### config.mk
export PLATFORM = sky130hd
export DESIGN_NAME = topc_timer
export DESIGN_NICKNAME = d
export VERILOG_FILES = /design/src/logic/topc_edge_sync.v /design/src/logic/topc_timer.v
export VERILOG_INCLUDE_DIRS = /design/src /design/src/logic
export SDC_FILE = /design/constraint.sdc
export NUM_CORES = 1
export LEC_CHECK = 0
export ABC_CLOCK_PERIOD_IN_PS = 4940
export BUFFER_PORTS_ARGS = -buffer_cell sky130_fd_sc_hd__buf_2
export CAP_MARGIN = 0
export CORE_MARGIN = 1.5
export CORE_UTILIZATION = 27
export DETAILED_ROUTE_END_ITERATION = 10
export PLACE_DENSITY_LB_ADDON = 0.1
export SLEW_MARGIN = 15
export SYNTH_ARGS = -nofsm -noshare
export SYNTH_HDL_FRONTEND = slang
export SYNTH_SLANG_ARGS = --single-unit
### constraint.sdc
create_clock -name pclk -period 4.94 [get_ports pclk]
set_clock_uncertainty 0.05 [all_clocks]
set_input_delay 0.247 -clock pclk [delete_from_list [all_inputs] [get_ports pclk]]
set_output_delay 0.247 -clock pclk [all_outputs]
set_load 0.1 [all_outputs]
### src/logic/topc_consts.vh
/*
 * Constants of the one-shot, pulse and capture timer: register offsets,
 * field positions, reset values and mode codes.
 * Assumes a 32-bit APB with byte addresses and word-aligned registers.
 */
`ifndef TOPC_CONSTS_VH
`define TOPC_CONSTS_VH

// Register byte offsets
`define TOPC_OFF_MODE 8'h00
`define TOPC_OFF_CAPCMP 8'h04
`define TOPC_OFF_OUT 8'h08
`define TOPC_OFF_EDGE 8'h0c
`define TOPC_OFF_CNT 8'h10
`define TOPC_OFF_FIRST 8'h14
`define TOPC_OFF_SECOND 8'h18
`define TOPC_OFF_PRESC 8'h1c

// Mode control fields
`define TOPC_MODE_OVF 0
`define TOPC_MODE_INV 1
`define TOPC_MODE_LO 2
`define TOPC_MODE_HI 3
`define TOPC_MODE_STOP 2'h0
`define TOPC_MODE_FREE 2'h1
`define TOPC_MODE_EDGE 2'h2
`define TOPC_MODE_MATCH 2'h3

// Capture/compare control fields
`define TOPC_CC_FIRST_CAP 0
`define TOPC_CC_FIRST_SRC 1
`define TOPC_CC_SECOND_CAP 2

// Output control fields
`define TOPC_OC_ENABLE 0
`define TOPC_OC_INV_FIRST 1
`define TOPC_OC_INV_SECOND 4
`define TOPC_OC_OS_EN 5
`define TOPC_OC_OS_TRIG 6

// Edge select codes
`define TOPC_EDGE_FALL 2'h0
`define TOPC_EDGE_RISE 2'h1
`define TOPC_EDGE_BOTH 2'h3

// Widths, limits and reset values
`define TOPC_CNT_MAX 16'hffff
`define TOPC_CNT_ZERO 16'h0000
`define TOPC_RST_BYTE 8'h00
`define TOPC_RST_WORD 16'h0000

`endif

### src/logic/topc_edge_sync.v
/*
 * Two-flop synchroniser with rise and fall pulse detection for one pin.
 * Assumes the pin is asynchronous to pclk and is slow enough that each
 * level lasts at least two pclk cycles.
 */
`default_nettype none

module topc_edge_sync (
   // Clock and reset
   input wire pclk,
   input wire presetn,
   // Pin and detected edges
   input wire pin,
   output wire rise,
   output wire fall
);

   reg meta;
   reg sync;
   reg prev;

   // Meta feeds only the second flop
   always @(posedge pclk or negedge presetn) begin
      if (!presetn) begin
         meta <= 1'b0;
         sync <= 1'b0;
         prev <= 1'b0;
      end else begin
         meta <= pin;
         sync <= meta;
         prev <= sync;
      end
   end

   assign rise = sync & ~prev;
   assign fall = ~sync & prev;

endmodule // topc_edge_sync

`default_nettype wire

### src/logic/topc_timer.v
/*
 * 16-bit up-counting timer with two capture/compare registers, one output
 * pin, two capture pins, one-shot and programmable pulse output and pulse
 * width capture, reached over APB.
 * Assumes capture pins are asynchronous and that software keeps the
 * setting rules that bind it.
 */
// Functional notes
// - Pulse period and duty follow compare values
// - One-shot only in free or edge modes
// - Trigger clears counter and emits one pulse
// - First match raises event and toggles output
// - Second match raises event and toggles output
// - Pulse delay and width from compare values
// - Overflow flag set by hardware, cleared
// - Two-input free-run captures cross over
// - Single input: opposite edge first, valid second
// - Edge mode: valid edge captures then clears
// - Free-run wraps to zero and flags overflow
`default_nettype none
`include "topc_consts.vh"

module topc_timer (
   // APB
   input wire pclk,
   input wire presetn,
   input wire psel,
   input wire penable,
   input wire pwrite,
   input wire [7:0] paddr,
   input wire [31:0] pwdata,
   output reg [31:0] prdata,
   output reg pready,
   output reg pslverr,
   // Capture pins
   input wire first_capture_input,
   input wire second_capture_input,
   // Timer output and events
   output reg timer_output_pin,
   output reg first_match_irq,
   output reg second_match_irq
);

   ////////////////////////////////////////////////////////////////////////
   // Helpers

   function valid_edge;
      input [1:0] sel;
      input r;
      input f;
      begin
         if (sel == `TOPC_EDGE_RISE)
            valid_edge = r;
         else if (sel == `TOPC_EDGE_BOTH)
            valid_edge = r | f;
         else
            valid_edge = f;
      end
   endfunction

   // Both-edge selection has no opposite edge
   function opp_edge;
      input [1:0] sel;
      input r;
      input f;
      begin
         if (sel == `TOPC_EDGE_RISE)
            opp_edge = f;
         else if (sel == `TOPC_EDGE_BOTH)
            opp_edge = 1'b0;
         else
            opp_edge = r;
      end
   endfunction

   ////////////////////////////////////////////////////////////////////////
   // Registers

   reg [1:0] mode_field;
   reg mode_invert;
   reg overflow_flag;
   reg [2:0] capcmp_ctrl;
   reg [5:0] output_ctrl;
   reg [1:0] first_edge_sel;
   reg [1:0] second_edge_sel;
   reg [7:0] prescaler_mode;
   reg [15:0] up_counter;
   reg [15:0] first_cap_cmp;
   reg [15:0] second_cap_cmp;
   reg [7:0] presc_cnt;
   reg out_level;
   reg one_shot_busy;
   reg sw_trig_pend;
   reg edge_clr_pend;

   wire first_rise;
   wire first_fall;
   wire second_rise;
   wire second_fall;

   topc_edge_sync u_first_sync (
      .pclk(pclk),
      .presetn(presetn),
      .pin(first_capture_input),
      .rise(first_rise),
      .fall(first_fall)
   );

   topc_edge_sync u_second_sync (
      .pclk(pclk),
      .presetn(presetn),
      .pin(second_capture_input),
      .rise(second_rise),
      .fall(second_fall)
   );

   ////////////////////////////////////////////////////////////////////////
   // Decode

   wire running = (mode_field != `TOPC_MODE_STOP);
   wire wr_acc = psel & penable & pready & pwrite;
   wire rd_req = psel & penable & ~pready & ~pwrite;
   wire tick = running & (presc_cnt == prescaler_mode);
   wire first_is_cap = capcmp_ctrl[`TOPC_CC_FIRST_CAP];
   wire second_is_cap = capcmp_ctrl[`TOPC_CC_SECOND_CAP];
   wire first_src_own = capcmp_ctrl[`TOPC_CC_FIRST_SRC];
   wire os_en = output_ctrl[`TOPC_OC_OS_EN];
   wire os_mode = os_en & ((mode_field == `TOPC_MODE_FREE) |
                           (mode_field == `TOPC_MODE_EDGE));
   wire first_valid = running &
                      valid_edge(first_edge_sel, first_rise, first_fall);
   wire first_opp = running &
                    opp_edge(first_edge_sel, first_rise, first_fall);
   wire second_valid = running &
                       valid_edge(second_edge_sel, second_rise, second_fall);
   wire wr_mode = wr_acc & (paddr == `TOPC_OFF_MODE);
   wire wr_out = wr_acc & (paddr == `TOPC_OFF_OUT);
   wire sw_trig = wr_out & pwdata[`TOPC_OC_OS_TRIG] & running;

   // Edge valid in edge mode, or any one-shot trigger, restarts the count
   wire restart_req = sw_trig_pend | edge_clr_pend;
   wire match_first = tick & ~first_is_cap & (up_counter == first_cap_cmp);
   wire match_second = tick & ~second_is_cap &
                       (up_counter == second_cap_cmp);
   wire match_clear = (mode_field == `TOPC_MODE_MATCH) & match_first;
   wire wrap = tick & (up_counter == `TOPC_CNT_MAX) & ~restart_req;

   // Capture sources; input source select picks the first register's source only
   wire cap_first_by_second = first_is_cap & ~first_src_own & second_valid;
   wire cap_first_by_opp = first_is_cap & first_src_own & first_opp;
   wire cap_second = second_is_cap & first_valid;

   ////////////////////////////////////////////////////////////////////////
   // APB slave: one wait state, errors on unmapped offsets

   always @(posedge pclk or negedge presetn) begin
      if (!presetn) begin
         pready <= 1'b0;
         pslverr <= 1'b0;
         prdata <= 32'h00000000;
      end else begin
         pready <= psel & penable & ~pready;
         pslverr <= 1'b0;
         if (psel & penable & ~pready) begin
            prdata <= 32'h00000000;
            if (paddr == `TOPC_OFF_MODE) begin
               if (rd_req)
                  prdata <= {28'h0000000, mode_field, mode_invert,
                             overflow_flag};
            end else if (paddr == `TOPC_OFF_CAPCMP) begin
               if (rd_req)
                  prdata <= {29'h00000000, capcmp_ctrl};
            end else if (paddr == `TOPC_OFF_OUT) begin
               // Trigger bit always reads zero
               if (rd_req)
                  prdata <= {26'h0000000, output_ctrl};
            end else if (paddr == `TOPC_OFF_EDGE) begin
               if (rd_req)
                  prdata <= {28'h0000000, second_edge_sel, first_edge_sel};
            end else if (paddr == `TOPC_OFF_CNT) begin
               if (rd_req)
                  prdata <= {16'h0000, up_counter};
            end else if (paddr == `TOPC_OFF_FIRST) begin
               if (rd_req)
                  prdata <= {16'h0000, first_cap_cmp};
            end else if (paddr == `TOPC_OFF_SECOND) begin
               if (rd_req)
                  prdata <= {16'h0000, second_cap_cmp};
            end else if (paddr == `TOPC_OFF_PRESC) begin
               if (rd_req)
                  prdata <= {24'h000000, prescaler_mode};
            end else begin
               pslverr <= 1'b1;
            end
         end
      end
   end

   ////////////////////////////////////////////////////////////////////////
   // Control registers

   always @(posedge pclk or negedge presetn) begin
      if (!presetn) begin
         mode_field <= `TOPC_MODE_STOP;
         mode_invert <= 1'b0;
         capcmp_ctrl <= 3'h0;
         output_ctrl <= 6'h00;
         first_edge_sel <= `TOPC_EDGE_FALL;
         second_edge_sel <= `TOPC_EDGE_FALL;
         prescaler_mode <= `TOPC_RST_BYTE;
      end else if (wr_acc) begin
         if (paddr == `TOPC_OFF_MODE) begin
            mode_field <= pwdata[`TOPC_MODE_HI:`TOPC_MODE_LO];
            mode_invert <= pwdata[`TOPC_MODE_INV];
         end else if (paddr == `TOPC_OFF_CAPCMP) begin
            capcmp_ctrl <= pwdata[2:0];
         end else if (paddr == `TOPC_OFF_OUT) begin
            output_ctrl <= pwdata[5:0];
         end else if (paddr == `TOPC_OFF_EDGE) begin
            // Taken at any time; only meaningful while stopped
            first_edge_sel <= pwdata[1:0];
            second_edge_sel <= pwdata[3:2];
         end else if (paddr == `TOPC_OFF_PRESC) begin
            prescaler_mode <= pwdata[7:0];
         end
      end
   end

   ////////////////////////////////////////////////////////////////////////
   // Count clock enable

   always @(posedge pclk or negedge presetn) begin
      if (!presetn)
         presc_cnt <= `TOPC_RST_BYTE;
      else if (!running || tick)
         presc_cnt <= `TOPC_RST_BYTE;
      else
         presc_cnt <= presc_cnt + 8'h01;
   end

   ////////////////////////////////////////////////////////////////////////
   // Pending restarts, applied at the next count clock

   always @(posedge pclk or negedge presetn) begin
      if (!presetn) begin
         sw_trig_pend <= 1'b0;
         edge_clr_pend <= 1'b0;
      end else if (!running) begin
         sw_trig_pend <= 1'b0;
         edge_clr_pend <= 1'b0;
      end else begin
         if (sw_trig && os_mode)
            sw_trig_pend <= 1'b1;
         else if (tick)
            sw_trig_pend <= 1'b0;
         if (first_valid && (mode_field == `TOPC_MODE_EDGE ||
                             os_mode))
            edge_clr_pend <= 1'b1;
         else if (tick)
            edge_clr_pend <= 1'b0;
      end
   end

   ////////////////////////////////////////////////////////////////////////
   // Counter and overflow flag

   always @(posedge pclk or negedge presetn) begin
      if (!presetn)
         up_counter <= `TOPC_CNT_ZERO;
      else if (!running)
         up_counter <= `TOPC_CNT_ZERO;
      else if (tick) begin
         if (restart_req)
            up_counter <= `TOPC_CNT_ZERO;
         else if (match_clear)
            up_counter <= `TOPC_CNT_ZERO;
         else
            up_counter <= up_counter + 16'h0001;
      end
   end

   // Set wins over a software clear in the same cycle
   always @(posedge pclk or negedge presetn) begin
      if (!presetn)
         overflow_flag <= 1'b0;
      else if (wrap)
         overflow_flag <= 1'b1;
      else if (wr_mode && !pwdata[`TOPC_MODE_OVF])
         overflow_flag <= 1'b0;
   end

   ////////////////////////////////////////////////////////////////////////
   // Capture/compare registers

   always @(posedge pclk or negedge presetn) begin
      if (!presetn) begin
         first_cap_cmp <= `TOPC_RST_WORD;
         second_cap_cmp <= `TOPC_RST_WORD;
      end else begin
         if (cap_first_by_second)
            first_cap_cmp <= up_counter;
         else if (cap_first_by_opp)
            first_cap_cmp <= up_counter;
         else if (wr_acc && paddr == `TOPC_OFF_FIRST)
            first_cap_cmp <= pwdata[15:0];
         if (cap_second)
            second_cap_cmp <= up_counter;
         else if (wr_acc && paddr == `TOPC_OFF_SECOND)
            second_cap_cmp <= pwdata[15:0];
      end
   end

   ////////////////////////////////////////////////////////////////////////
   // Events, one pclk each; opposite-edge capture raises none

   always @(posedge pclk or negedge presetn) begin
      if (!presetn) begin
         first_match_irq <= 1'b0;
         second_match_irq <= 1'b0;
      end else begin
         first_match_irq <= match_first | cap_first_by_second;
         second_match_irq <= match_second | cap_second;
      end
   end

   ////////////////////////////////////////////////////////////////////////
   // Output level

   // A new trigger during a pulse restarts it; software must avoid that
   always @(posedge pclk or negedge presetn) begin
      if (!presetn) begin
         out_level <= 1'b0;
         one_shot_busy <= 1'b0;
      end else if (!running) begin
         out_level <= 1'b0;
         one_shot_busy <= 1'b0;
      end else if (os_mode) begin
         if (tick && restart_req) begin
            out_level <= 1'b0;
            one_shot_busy <= 1'b1;
         end else if (one_shot_busy && match_first) begin
            out_level <= ~out_level;
         end else if (one_shot_busy && match_second) begin
            out_level <= ~out_level;
            one_shot_busy <= 1'b0;
         end
      end else if (mode_field == `TOPC_MODE_MATCH) begin
         // High from clear through the width match
         if (match_clear)
            out_level <= 1'b1;
         else if (match_second)
            out_level <= 1'b0;
      end else begin
         if ((match_first && output_ctrl[`TOPC_OC_INV_FIRST]) ^
             (match_second && output_ctrl[`TOPC_OC_INV_SECOND]))
            out_level <= ~out_level;
         else if (mode_invert && first_valid)
            out_level <= ~out_level;
      end
   end

   always @(posedge pclk or negedge presetn) begin
      if (!presetn)
         timer_output_pin <= 1'b0;
      else
         timer_output_pin <= out_level & output_ctrl[`TOPC_OC_ENABLE];
   end

   // Software adds wraps itself

endmodule // topc_timer

`default_nettype wire
; ---- After elaboration in Yosys (flattened, before gate mapping)
; Cells that the tools add are included.
[word_totals]
regBits = 128
inputBits = 47
out_inout_bits = 37
word_cells = 200
[op_classes]
addsub = 2
eq_ne = 27
n_mux = 63
bitwise_logic = 53
n_reduce_logical = 27
[ops]
columns = operator, n
row1 = 32-bit two-way mux, 7
row2 = 16-bit two-way mux, 12
row3 = 1-bit two-way mux, 37
row4 = 16-bit equality test, 2
row5 = 8-bit by 5-bit equality test with 1-bit output (second input constant), 4
row6 = 1-bit bitwise AND, 31
row7 = 8-bit two-way mux, 3
row8 = 16-bit by 1-bit adder with 16-bit output (second input constant), 1
row9 = 16-bit equality test (second input constant), 1
row10 = 8-bit by 4-bit equality test with 1-bit output (second input constant), 2
row11 = 1-bit NOT, 15
row12 = 1-bit logical AND, 11
row13 = 3-bit by 1-bit != test with 1-bit output (second input constant), 3
row14 = 3-bit AND reduction, 3
row15 = 8-bit by 1-bit adder with 8-bit output (second input constant), 1
row16 = 2-bit equality test (second input constant), 4
row17 = 8-bit by 3-bit equality test with 1-bit output (second input constant), 1
row18 = 8-bit equality test, 1
row19 = 8-bit logical NOT, 1
row20 = 4-bit two-way mux, 2
row21 = 2-bit by 1-bit equality test with 1-bit output (second input constant), 3
row22 = 6-bit two-way mux, 1
row23 = 1-bit bitwise OR, 6
row24 = 6-bit AND reduction, 1
row25 = other kinds (14), 19

; ---- Longest topological paths before layout
[depth]
word_depth = 12
ltp_mapped = 11
mapped_depth_nobuf = 9

; ---- Modules after synthesis
; Synthesis repeated with hierarchy kept, for this count alone.
[unflattened]
hier_cells = 624
area_unflattened_um2 = 6195.9
[modules_own_cells]
columns = module, n_inst, cells_each, area_per_inst_um2, seq_area_each_um2
row1 = topc_timer, 1, 614, 6015.8, 2652.5
row2 = topc_edge_sync, 2, 5, 90.1, 75.1

; ---- Least setup slack after synthesis
; OpenSTA, ideal clock, no wires.
[synth_path]
path_kind = reg2reg
startpoint = register pready
endpoint = register first_cap_cmp[11]
setup_time_ns = 0.135
arrival_time_ns = 2.109
t_required_ns = 4.755
path_slack_ns = 2.646
stages_incl_launch_ff = 9
n_path_buf = 2
synth_period_minus_slack_ns = 2.294
path_cell_list = dfrtp_1 -> nand2_1 -> nor2_1 -> nand3_1 -> nor3b_1 -> buf_4 -> buf_6 -> mux2i_1 -> o21ai_0
[synth_via]
elab_chain_cells = 4
[synth_rtl]
columns = element, line_no
row1 = start: declaration, topc_timer.v:33  ; output reg pready,
row2 = start signal: assignment, topc_timer.v:162  ; pready <= psel & penable & ~pready;
row3 = 1-bit bitwise AND (2 in series), topc_timer.v:121  ; wire wr_acc = psel & penable & pready & pwrite;
row4 = 1-bit logical AND (no line), -
row5 = 3-bit nonzero test (no line), -
row6 = end signal: assignment, topc_timer.v:297  ; first_cap_cmp <= `TOPC_RST_WORD;
row7 = end signal: assignment, topc_timer.v:301  ; first_cap_cmp <= up_counter;
row8 = end signal: assignment, topc_timer.v:303  ; first_cap_cmp <= up_counter;
row9 = end: declaration, topc_timer.v:88  ; reg [15:0] first_cap_cmp;
; Every way passes these cells.
; A chain may end at the register's enable or synchronous reset.

; ---- Worst setup path after layout
[layout_path]
startpoint = register presc_cnt[3]
endpoint = register up_counter[6]
[layout_via]
elab_chain_cells = 9
word_cells_on_any_way = 10
classes_between = 2 x eq/ne / 4 x mux / 4 x bitwise
[layout_rtl]
columns = element, line_no
row1 = start: declaration, topc_timer.v:90  ; reg [7:0] presc_cnt;
row2 = start signal: assignment, topc_timer.v:234  ; presc_cnt <= `TOPC_RST_BYTE;
row3 = start signal: assignment, topc_timer.v:236  ; presc_cnt <= `TOPC_RST_BYTE;
row4 = start signal: assignment, topc_timer.v:238  ; presc_cnt <= presc_cnt + 8'h01;
row5 = 8-bit equality test (*), topc_timer.v:123  ; wire tick = running & (presc_cnt == prescaler_mode);
row6 = 1-bit bitwise AND (*), topc_timer.v:123
row7 = 1-bit bitwise AND (2 in series), topc_timer.v:142  ; wire match_first = tick & ~first_is_cap & (up_counter == first_cap_cmp);
row8 = 1-bit bitwise AND, topc_timer.v:145  ; wire match_clear = (mode_field == `TOPC_MODE_MATCH) & match_first;
row9 = 16-bit two-way mux, topc_timer.v:275  ; else if (match_clear)
row10 = 16-bit two-way mux, topc_timer.v:273  ; if (restart_req)
row11 = 16-bit two-way mux, topc_timer.v:272  ; else if (tick) begin
row12 = 16-bit two-way mux, topc_timer.v:270  ; else if (!running)
row13 = end signal: assignment, topc_timer.v:271  ; up_counter <= `TOPC_CNT_ZERO;
row14 = end signal: assignment, topc_timer.v:274  ; up_counter <= `TOPC_CNT_ZERO;
row15 = end signal: assignment, topc_timer.v:276  ; up_counter <= `TOPC_CNT_ZERO;
row16 = end: declaration, topc_timer.v:87  ; reg [15:0] up_counter;
; Mark *: on every way between the ends. The rest lies on a longest branch, timed or not. The select of a mux whose other input is x is not followed.

==> flow_summary.toml <==
[power]
vdd_ir_drop_max_v = 0.0001194
p_leak_uw = 0.002942
seq_power_share_pct = 50.6
p_sw_uw = 520.5
powerDensity_nw_per_um2 = 264.0
p_sw_share_pct = 28.45
clockPowerShare_pct = 40.1
comb_power_share_pct = 9.3
p_int_uw = 1309

[sta]
hold_ws_ps = -51.96
tns_ps = 0
hold_viol = 21
setup_viol = 0
worst_slack_ps = 1830
slew_violations = 0
grt_setup_unrepaired = "no"
fin_crit_sh_pct = 62.95
relSlewSlack_pct = 31.42
fmaxAchievable_mhz = 321.6
worst_slew_pin_slew_ps = 1023
period_minus_slack_ps = 3110

[place]
pre_cts_slack_ps = 1829
place_congestion = 0.7510
io_buffers = 51
dp_hpwl_mm = 12.63

[critical_path]
timing.rr.start = "presc_cnt[3]"
cp.required_ps = 5150
crit_type = "reg -> reg"
crit_chain = "xor2_1, nor4_2, nand4_1, o31ai_2, o21ai_0, a22o_1"
cp_max_fo = 14
r2r_slack_ps = 1830
r2r_end = "up_counter[6]"
slowest_stage = "o31ai_2"
cp.arrival_ps = 3320
slowest_delay_ps = 930
r2r_cells = 6
end_kind = "register"
start_kind = "register"

[synthesis]
muxShareOfSynthArea_pct = 14.26
synthSimpleGateAreaFrac_pct = 14.69
synth_xor_area_share_pct = 6.939
synth-adder-area-share_pct = 1.821
synth_cell_types = 48
syn_area_um2 = 6185
synthCells = 623
synth_compound_area_share_pct = 11.11
ys_seq_elements = 112
synth_top_family_by_area = "simple AND/OR/NAND/NOR gates"
synth-seq-area-share_pct = 45.32
synth_area_per_cell_um2 = 9.927
ys_warn_count = 0

[clocking]
cts_inserted_buffers = 9
cts_root_buf = "clkbuf_16"
htree_num_levels = 3
cts.path.max_buffers = 2
post_cts_buffers = 0
cts_tree = "built"
cts_sinks = 112
path_clk_slew_ps = 80
clock_latency_ps = 370

[outcome]
violations = "negative hold slack"
outcome = "finished with violations"

[cells_and_area]
fill_cells = 2355
area_growth_syn_to_layout_pct = 12.04
multi_input_area_um2 = 3090
regArea_um2 = 2803
antenna_cells = 0
layout.nets = 707
drive_above_1_share_pct = 18.29

[floorplan]
die_width_um = 154.4
num_io_pins = 84
die_h_um = 154.4
dieArea_um2 = 23820
num_rows = 55
initial_core_util_pct = 27.40
coreArea_um2 = 22570

[grt]
grt_pass1_vias = 4527
overflow = 0
grt_start_max_net_pins = 72
grtUsageTotal_pct = 15.35
antenna_found_initial = 0
grt_pass1_wl_mm = 27.34

[drt]
wirelength_mm = 17.61
post-route-drc-count = 0
vias = 4594
post_drt_wl_per_cell_um = 18.71
vias_per_cell = 4.882
dr.pass1.iters = 5
drt_iter0_markers = 264
ant_nets = 0

[job]
cap_violations = 0

[min_path]
min_path_type = "in -> async"
[layout make-up]
cell class | instances | area share, %
Tap cell | 285 | 5.146
Timing Repair Buffer | 61 | 4.875
Multi-Input combinational cell | 452 | 44.60
Inverter | 15 | 0.8126
Sequential cell | 112 | 40.45
Clock buffer | 9 | 3.250
Clock inverter | 7 | 0.8667
[cells in the mapped netlist (all sizes together)]
cell / instances / area share (%)
a2111oi: 2 / 0.28
a211o: 1 / 0.14
a21boi: 1 / 0.12
a21oi: 15 / 1.2
a221oi: 4 / 0.67
a22o: 14 / 2.0
a22oi: 2 / 0.24
a31oi: 1 / 0.10
and2: 4 / 0.40
and3: 11 / 1.1
and4b: 1 / 0.16
buf: 25 / 2.8
clkbuf: 34 / 2.1
conb: 1 / 0.061
dfrtp: 112 / 45
ha: 9 / 1.8
inv: 15 / 0.91
mux2: 25 / 4.6
mux2i: 42 / 6.8
mux4: 8 / 2.9
nand2: 87 / 5.3
nand2b: 3 / 0.30
nand3: 14 / 1.1
nand3b: 2 / 0.24
nand4: 3 / 0.30
nor2: 26 / 1.7
nor2b: 4 / 0.40
nor3: 9 / 0.81
nor3b: 1 / 0.12
nor4: 13 / 1.5
nor4b: 1 / 0.14
o21ai: 66 / 5.3
o22ai: 2 / 0.20
o31ai: 6 / 0.81
or2: 4 / 0.40
or3: 4 / 0.40
or4: 2 / 0.24
xnor2: 4 / 0.57
xor2: 45 / 6.4
[through the flow]
stage          area (µm²)  hold slack (ps)  utilization [%]  std cells  power (µW)
3_5_place_dp         6624            287.2            29.35        923        1115
2_1_floorplan        6241           -98.59                -        638        1062
5_1_grt              6929            40.48            30.70        941        1910
6_report             6929           -51.96            30.70        941        1830
3_3_place_gp         6624            281.9            29.35        923        1114
4_1_cts              6929            7.338            30.70        941        1863
[critical path: cells and delay by family (launching register included)]
kind / cells / cell delay (ps)
compound gates: 3 / 1350
flops: 1 / 430
simple gates: 2 / 980
xor+xnor: 1 / 180
[worst max path at each step]
stage | startpoint | endpoint | slack (ps) | cells after the start
3_3_place_gp | presc_cnt[3] | up_counter[8] | 1860 | 7
2_1_floorplan | pready | first_cap_cmp[11] | 2650 | 8
4_1_cts | presc_cnt[3] | up_counter[6] | 1810 | 6
5_1_grt | presc_cnt[2] | up_counter[10] | 1500 | 7
3_5_place_dp | presc_cnt[3] | up_counter[6] | 1830 | 6
6_report | presc_cnt[3] | up_counter[6] | 1830 | 6
[sequential cells by signal, summed over array words and instances (netlist names), 3 cells and up]
register,count
first_cap_cmp,16
prdata,16
second_cap_cmp,16
up_counter,16
presc_cnt,8
prescaler_mode,8
output_ctrl,6
capcmp_ctrl,3
[cell families (layout without fill, tap and decap cells)]
kind of cell,count (synthesis),count (layout)
and+or+nand+nor,189,189
AOI/OAI and AO/OA,114,114
DFF,112,112
muxes,75,75
buffers and inverters,74,92
xor gates and xnor gates,49,49
adders and majority gates,9,9
other,1,16
[what timing repair did]
item / CTS / global route
gates resized for setup: 0 / 0
hold endpoints to repair: 2 / 0
hold buffers: 2 / 0
[layout by cell type, fill, tap and decap left out, types with 8 or more instances in the layout]
master	n
dfrtp_1	112
buf_2	50
and3_1	11
conb_1	16
xor2_1	45
mux4_2	8
mux2_2	25
a21oi_1	15
nor2_1	25
inv_1	15
o21ai_0	60
nor3_1	8
nand2_1	87
nor4_1	11
a22o_1	14
buf_4	9
clkbuf_16	9
ha_1	9
mux2i_1	42
nand3_1	14
[routing by layer]
| metal | wire length [µm] | vias up | track usage, % |
|---|---|---|---|
| li1 | - | 2192 | - |
| met3 | 605 | 22 | 2.606 |
| met2 | 8086 | 111 | 24.35 |
| met1 | 8649 | 2269 | 21.34 |
| met4 | 267 | 0 | 4.853 |
| met5 | 0 | - | 0 |
[power groups by stage]
stage	clock network [µW]	logic (µW)	registers, µW
floorplan	0	107	955
global placement	0	170	944
detailed placement	0	171	944
CTS	764	173	926
global route	800	183	927
finish	734	170	926
(Power assumes the default switching activity.)
